===== config.mk =====
export PLATFORM = sky130hd
export DESIGN_NAME = wcm_crc_tree
export DESIGN_NICKNAME = d
export VERILOG_FILES = /design/src/inc/wcm_pkg.sv /design/src/design/wcm_crc_tree.sv
export VERILOG_INCLUDE_DIRS = /design/src /design/src/inc
export SDC_FILE = /design/constraint.sdc
export NUM_CORES = 1
export LEC_CHECK = 0
export BUFFER_PORTS_ARGS = -buffer_cell sky130_fd_sc_hd__buf_2
export CAP_MARGIN = 20
export CORE_ASPECT_RATIO = 0.6
export CORE_MARGIN = 8
export CORE_UTILIZATION = 49
export DETAILED_ROUTE_END_ITERATION = 7
export PLACE_DENSITY = 0.91
export SLEW_MARGIN = 20
export SYNTH_ARGS = -nofsm -noshare
export SYNTH_HDL_FRONTEND = slang
export SYNTH_SLANG_ARGS = --single-unit

===== constraint.sdc =====
create_clock -name vclk -period 6
set_input_delay 1.2 -clock vclk [all_inputs]
set_output_delay 1.2 -clock vclk [all_outputs]
set_load 0.02 [all_outputs]

===== src/inc/wcm_regs.svh =====
// Register offsets, field positions, reset values and timing counts
// Assumes a 100 MHz register clock and byte addresses on a 32-bit bus
`ifndef WCM_REGS_SVH
`define WCM_REGS_SVH

// Register byte offsets
`define WCM_CTRL_OFS     8'h00
`define WCM_STAT_OFS     8'h04
`define WCM_MASK_OFS     8'h08
`define WCM_CRCV_OFS     8'h0c

// Control fields and reset value (x8, burst of eight, all off)
`define WCM_CTRL_CRC_EN  0
`define WCM_CTRL_DM_EN   1
`define WCM_CTRL_DBI_EN  2
`define WCM_CTRL_ORG_LSB 3
`define WCM_CTRL_BST_LSB 5
`define WCM_CTRL_W       7
`define WCM_CTRL_RST     7'h08

// Status and mask bit positions
`define WCM_ST_ERR_LO    0
`define WCM_ST_ERR_HI    1
`define WCM_ST_BLOCKED   2
`define WCM_ST_DONE      3
`define WCM_ST_OTF_BAD   4
`define WCM_ST_W         5
`define WCM_MASK_RST     5'h00

// Frame layout
`define WCM_LAST_DATA    4'd7
`define WCM_CRC_XFER     4'd8
`define WCM_LAST_XFER    4'd9

// Checksum polynomial x^8+x^2+x+1 and start value
`define WCM_CRC_POLY     8'h07
`define WCM_CRC_INIT     8'h00

// Alert pulse length
`define WCM_CLK_MHZ      100
`define WCM_ALERT_NS     60
`define WCM_ALERT_CYC    ((`WCM_ALERT_NS * `WCM_CLK_MHZ + 999) / 1000)

`endif


===== src/inc/wcm_pkg.sv =====
// Types of the write checksum frame checker
// Assumes wcm_regs.svh for the numbers
package wcm_pkg;

  typedef enum logic [1:0] {WCM_ORG_X4, WCM_ORG_X8, WCM_ORG_X16} wcm_org_t;

  typedef enum logic [1:0] {
    WCM_BURST_LENGTH_EIGHT,
    WCM_BURST_CHOP_FOUR,
    WCM_ON_THE_FLY_BURST_SELECT
  } wcm_burst_t;

  typedef enum logic [1:0] {WCM_IDLE, WCM_CAPTURE, WCM_CHECK} wcm_fsm_t;

  // Control register, bit 0 at the bottom
  typedef struct packed {
    wcm_burst_t burst;
    wcm_org_t   org;
    logic       dbi_en;
    logic       dm_en;
    logic       crc_en;
  } wcm_ctrl_t;

  // Link pins, one transfer per rising strobe edge
  typedef struct packed {
    logic        strobe;
    logic        frame;
    logic        burst_chop_four;
    logic        burst_start_address_bit;
    logic        upper_mask_inversion_lane;
    logic        lower_mask_inversion_lane;
    logic [15:0] data_lane;
  } wcm_link_t;

  // Write toward the core
  typedef struct packed {
    logic         valid;
    logic [127:0] data;
    logic [15:0]  byte_en;
  } wcm_wr_t;

  typedef struct packed {
    wcm_link_t    sync1;
    wcm_link_t    sync2;
    logic         strobe_d;
    wcm_fsm_t     fsm;
    logic [3:0]   xfer;
    logic         chop;
    logic         start_hi;
    logic [143:0] cw;
    logic [15:0]  rx_crc;
    wcm_ctrl_t    ctrl;
    logic [4:0]   status;
    logic [4:0]   mask;
    logic [15:0]  last_rx;
    logic [15:0]  last_calc;
    logic [3:0]   alert_cnt;
    logic         alert_n;
    logic         irq;
    wcm_wr_t      wr;
    logic         aw_held;
    logic         w_held;
    logic [7:0]   awaddr;
    logic [31:0]  wdata;
    logic [3:0]   wstrb;
    logic         awready;
    logic         wready;
    logic         bvalid;
    logic [1:0]   bresp;
    logic         arready;
    logic         rvalid;
    logic [31:0]  rdata;
    logic [1:0]   rresp;
  } wcm_state_t;

endpackage : wcm_pkg


===== src/design/wcm_crc_tree.sv =====
// One 72-input checksum tree, x^8+x^2+x+1, zero start
// Assumes the caller fills unused inputs with ones
`timescale 1ns/1ns
`include "wcm_regs.svh"
module wcm_crc_tree (
  input  wire logic [71:0] code_word,
  output logic      [7:0]  crc
);
  import wcm_pkg::*;

  logic [7:0] acc;

  // Serial shift, bit 71 enters first
  always_comb begin
    acc = `WCM_CRC_INIT;
    for (int i = 71; i >= 0; i--) begin
      acc = {acc[6:0], 1'b0} ^ ((acc[7] ^ code_word[i]) ? `WCM_CRC_POLY : 8'h00);
    end
    crc = acc;
  end
endmodule : wcm_crc_tree


Word level (Yosys, flattened, before mapping) --
Index checks and enable logic that the tools add are counted.
Operators by class: muxes and demuxes 72, bitwise gates (word level) 142
Operators with widths (count):
- bitwise XOR 8 x 3 -> 8 bit | 66
- 2-to-1 mux 3 bit | 72
- bitwise XOR 1 bit | 66
- bitwise XOR 8 bit | 1
- bitwise XOR 7 x 3 -> 7 bit | 1
- bitwise XOR 6 x 3 -> 6 bit | 1
- bitwise XOR 1 bit, first input constant | 5
- bitwise XOR 5 x 3 -> 5 bit | 1
- bitwise XOR 4 x 3 -> 4 bit | 1
Word-level totals: bits in registers 0, bits of input ports 72, output and inout bits 8, logic and storage cells 214

Logic depth before layout (Yosys ltp) --
word-level depth 205, gate-level depth with buffers 10, depth with buffers taken out 10

Worst setup path after synthesis --
No wires, ideal clock.
path type input to output, from input code_word[67], to output crc[1], arrival time 4.796 ns, required time 4.800 ns, path slack 0.004 ns, cell stages on the path 10, path buffers 0, path through xor3_1 -> xnor2_1 -> xor2_2 -> xnor3_1 -> xnor3_1 -> xnor3_2 -> xnor3_2 -> xnor2_1 -> xnor3_1 -> xnor2_1
Between the ends: cells in the longest elaborated chain, start to end 92, elaborated cells on any way between the ends 174, those cells by class mux: 53; bitwise: 121
RTL lines:
- start, declared | RTL line wcm_crc_tree.sv:6 | input wire logic [71:0] code_word,
- bitwise XOR 1 bit (*) | RTL line wcm_crc_tree.sv:17 | acc = {acc[6:0], 1'b0} ^ ((acc[7] ^ code_word[i]) ? `WCM_CRC_POLY : 8'h00);
- 2-to-1 mux 3 bit (*) | RTL line wcm_crc_tree.sv:17
- bitwise XOR 7 x 3 -> 7 bit (*) | RTL line wcm_crc_tree.sv:17
- bitwise XOR 8 x 3 -> 8 bit (*) (5 in series) | RTL line wcm_crc_tree.sv:17
- bitwise XOR 1 bit / bitwise XOR 8 x 3 -> 8 bit (equally long branches) | RTL line wcm_crc_tree.sv:17
- 2-to-1 mux 3 bit / bitwise XOR 1 bit (equally long branches) | RTL line wcm_crc_tree.sv:17
- bitwise XOR 8 x 3 -> 8 bit (*) (6 in series) | RTL line wcm_crc_tree.sv:17
- bitwise XOR 1 bit / bitwise XOR 8 x 3 -> 8 bit (equally long branches) | RTL line wcm_crc_tree.sv:17
- (+57 left out)
- bitwise XOR 8 x 3 -> 8 bit (*) (6 in series) | RTL line wcm_crc_tree.sv:17
- bitwise XOR 1 bit / bitwise XOR 8 x 3 -> 8 bit (equally long branches) | RTL line wcm_crc_tree.sv:17
- 2-to-1 mux 3 bit / bitwise XOR 1 bit (equally long branches) | RTL line wcm_crc_tree.sv:17
- bitwise XOR 8 x 3 -> 8 bit (*) (6 in series) | RTL line wcm_crc_tree.sv:17
- bitwise XOR 1 bit / bitwise XOR 8 x 3 -> 8 bit (equally long branches) | RTL line wcm_crc_tree.sv:17
- 2-to-1 mux 3 bit / bitwise XOR 1 bit (equally long branches) | RTL line wcm_crc_tree.sv:17
- bitwise XOR 8 x 3 -> 8 bit (*) | RTL line wcm_crc_tree.sv:17
- bitwise XOR 8 bit (*) | RTL line wcm_crc_tree.sv:17
- end, declared | RTL line wcm_crc_tree.sv:7 | output logic [7:0] crc
Every way passes the cells marked *; elsewhere a longest branch is shown, timed or not.

Worst setup path after layout --
from input code_word[59], to output crc[3]
Between the ends: cells in the longest elaborated chain, start to end 80, elaborated cells on any way between the ends 152, those cells by class mux: 46; bitwise: 106
RTL lines (RTL line):
- bitwise XOR 1 bit (*) | wcm_crc_tree.sv:17
- 2-to-1 mux 3 bit (*) | wcm_crc_tree.sv:17
- bitwise XOR 8 x 3 -> 8 bit (*) (6 in series) | wcm_crc_tree.sv:17
- bitwise XOR 1 bit / bitwise XOR 8 x 3 -> 8 bit (equally long branches) | wcm_crc_tree.sv:17
- 2-to-1 mux 3 bit, or another cell as far along | wcm_crc_tree.sv:17
- bitwise XOR 8 x 3 -> 8 bit (*) (6 in series) | wcm_crc_tree.sv:17
- bitwise XOR 1 bit / bitwise XOR 8 x 3 -> 8 bit (equally long branches) | wcm_crc_tree.sv:17
- 2-to-1 mux 3 bit, or another cell as far along | wcm_crc_tree.sv:17
- (+40 left out)
- bitwise XOR 8 x 3 -> 8 bit (*) (6 in series) | wcm_crc_tree.sv:17
- bitwise XOR 1 bit / bitwise XOR 8 x 3 -> 8 bit (equally long branches) | wcm_crc_tree.sv:17
- 2-to-1 mux 3 bit, or another cell as far along | wcm_crc_tree.sv:17
- bitwise XOR 8 x 3 -> 8 bit (*) (8 in series) | wcm_crc_tree.sv:17
- bitwise XOR 1 bit / bitwise XOR 8 x 3 -> 8 bit (equally long branches) | wcm_crc_tree.sv:17
- 2-to-1 mux 3 bit, or another cell as far along | wcm_crc_tree.sv:17
- bitwise XOR 8 x 3 -> 8 bit (*) (3 in series) | wcm_crc_tree.sv:17
- bitwise XOR 8 bit (*) | wcm_crc_tree.sv:17
Marked as above.

==> impl_metrics.csv <==
group,metric,value,unit
run_status,outcome,"finished with violations",
run_status,violations,"setup timing",
placed_design,place_hpwl,6.08,mm
route,wl,9.67,mm
min_path,min_path_cells,5,
floorplan,io_pins,80,
worst_setup_path,cpPeakStageDelay,0.50,ns
floorplan,coreArea,0.00466,sq mm
synthesis,synth_top_cell_by_area,"xnor3_1",
layout,area_growth,62.5,%
worst_setup_path,worst_path_most_repeated_cell,"buf_4",
worst_setup_path,worstPathRequired,4.80,ns
timing,hold_viol_final,0,
layout,drive_above_1_share,0.683,
floorplan,initial_core_util,0.518,
grt,antenna_found_initial,0,
timing,slew_headroom,0.644,
layout,clkbuf_count,0,
min_path,hold_start,"code_word[1]",
synthesis,yosysTopAreaCellShare,0.345,
synthesis,netlist_top_cells_count,"78 x xnor2_1, 37 x xnor3_1, 26 x xor2_1",
route,route.detailed.drc,0,
grt,grt_max_degree,6,
layout,n_antenna_cell,0,
route,drt_iter0_markers,223,
worst_setup_path,cp_max_fo,3,
route,avgRoutedWirePerCell,24.7,um
worst_setup_path,critPathSlowestCell,"xnor3_2",
min_path,min_to,"crc[1]",
placed_design,dpl_worst_slack,-0.349,ns
layout,stdcell_count,391,
synthesis,synth.avg_cell_area,14.1,sq um
grt,track_usage,0.209,
job,max_cap_violations,0,
synthesis,synthTopCellsByArea,"xnor3_1 35%, xnor2_1 28%, xor3_1 11%, xor2_1 9.4%, xnor3_2 4.9%",
worst_setup_path,crit_arrival,5.26,ns
route,vias,2060,
timing,tightest_slew,0.530,ns
synthesis,ys.warnings.count,0,
timing,slew_violations,0,
timing,finalCritPeriodShare,1.08,
route,via_per_inst,5.27,
floorplan,fp.dieH,70.4,um
grt,grt_pass1_wl,12.2,mm
timing,setup_viol,8,
route,drtAntennaViolNets,0,
worst_setup_path,path_class,"in2out",
synthesis,synth_most_common_cell,"xnor2_1",
synthesis,synth_fp_nets,243,
timing,max_freq,155,MHz
worst_setup_path,worstSetupStartpointType,"input pin",
route,drtPass1Iterations,4,
synthesis,seq_area_frac_synth,0,
timing,rsz0062_at_grt,"yes",
floorplan,die-area,0.00750,sq mm
timing,worst_slack,-0.464,ns
placed_design,gp_congestion,0.858,
worst_setup_path,cp_cell_sequence,"buf_8 > xnor3_2 > xnor2_2 > buf_4 > xor3_1 > buf_6 > buf_4 > xnor2_1 > xnor2_1 > xor2_2 > xnor2_2 > xnor3_2 > xnor2_4 > buf_4 > xor3_1 > buf_6",
layout,design.seq.count,0,
grt,grt.overflow.total,0,
grt,grt_pass1_vias,2165,
worst_setup_path,cp-end-kind,"primary output",
layout,regArea,0,sq um
min_path,hold_path_class,"in2out",
synthesis,synth_cells,171,
timing,period_needed,6.46,ns
placed_design,io_buffers,80,
floorplan,rows,19,
synthesis,synth.distinct_cells,9,
synthesis,syn-cell-area,0.00241,sq mm
layout,finalNetCount,402,
placed_design,place_inst,362,
floorplan,die-width,107,um
## timing repair
item / CTS / global route
setup endpoints to repair: 8 / 8
gates resized for setup: 48 / 34
pin swaps: 29 / 28
setup buffers: 15 / 16
hold buffers: 0 / 0
## cell families after synthesis
logic type / synth area share
xor+xnor: 1.00
## worst max-delay path by stage
| stage | start | to | slack (ns) | cells past startpoint |
|---|---|---|---|---|
| 6_report | code_word[59] | crc[3] | -0.46 | 16 |
| 5_1_grt | code_word[59] | crc[3] | -0.49 | 16 |
| 4_1_cts | code_word[59] | crc[5] | -0.19 | 14 |
| 3_5_place_dp | code_word[67] | crc[5] | -0.35 | 12 |
| 3_3_place_gp | code_word[67] | crc[5] | -0.12 | 12 |
| 2_1_floorplan | code_word[67] | crc[1] | 0.004 | 10 |
## area by class of cell
type,instances,area (sq um)
Fill cell,211,739
Timing Repair Buffer,157,1080
Multi-Input combinational cell,171,2760
Tap cell,63,78.8
## through the flow
stage	utilization	setup TNS (ns)	area, sq um	hold slack, ns
2_1_floorplan	-	0	2410	2.76
3_3_place_gp	0.703	-0.359	3280	2.95
3_5_place_dp	0.703	-1.73	3280	2.99
4_1_cts	0.777	-0.588	3620	2.99
5_1_grt	0.841	-2.97	3920	3.04
6_report	0.841	-2.62	3920	3.00
## critical path: cells and delay by family
family	cells	cell delay [ns]
buffers and inverters	6	0.87
XOR/XNOR	10	3.19
## placed cells by master (no fill, tap or decap)
master	count
xor3_1	6
xnor3_1	26
buf_8	1
xnor2_1	51
xnor2_2	23
buf_4	76
buf_12	2
buf_2	68
xor2_1	21
buf_6	10
xor3_2	8
xor2_2	9
xnor2_4	11
xnor3_2	16
## layer usage
layer	routed length [um]	share of wire	global-route usage	vias to the layer above
met5	0	0	0	-
met3	897	0.093	0.0366	34
met4	361	0.037	0.0388	0
met2	4630	0.48	0.360	140
li1	-	-	-	883
met1	3780	0.39	0.269	1003
Power is left out: the tool's default activity adds up to more than one toggle a clock period on the data nets, which glitch-free logic cannot reach.
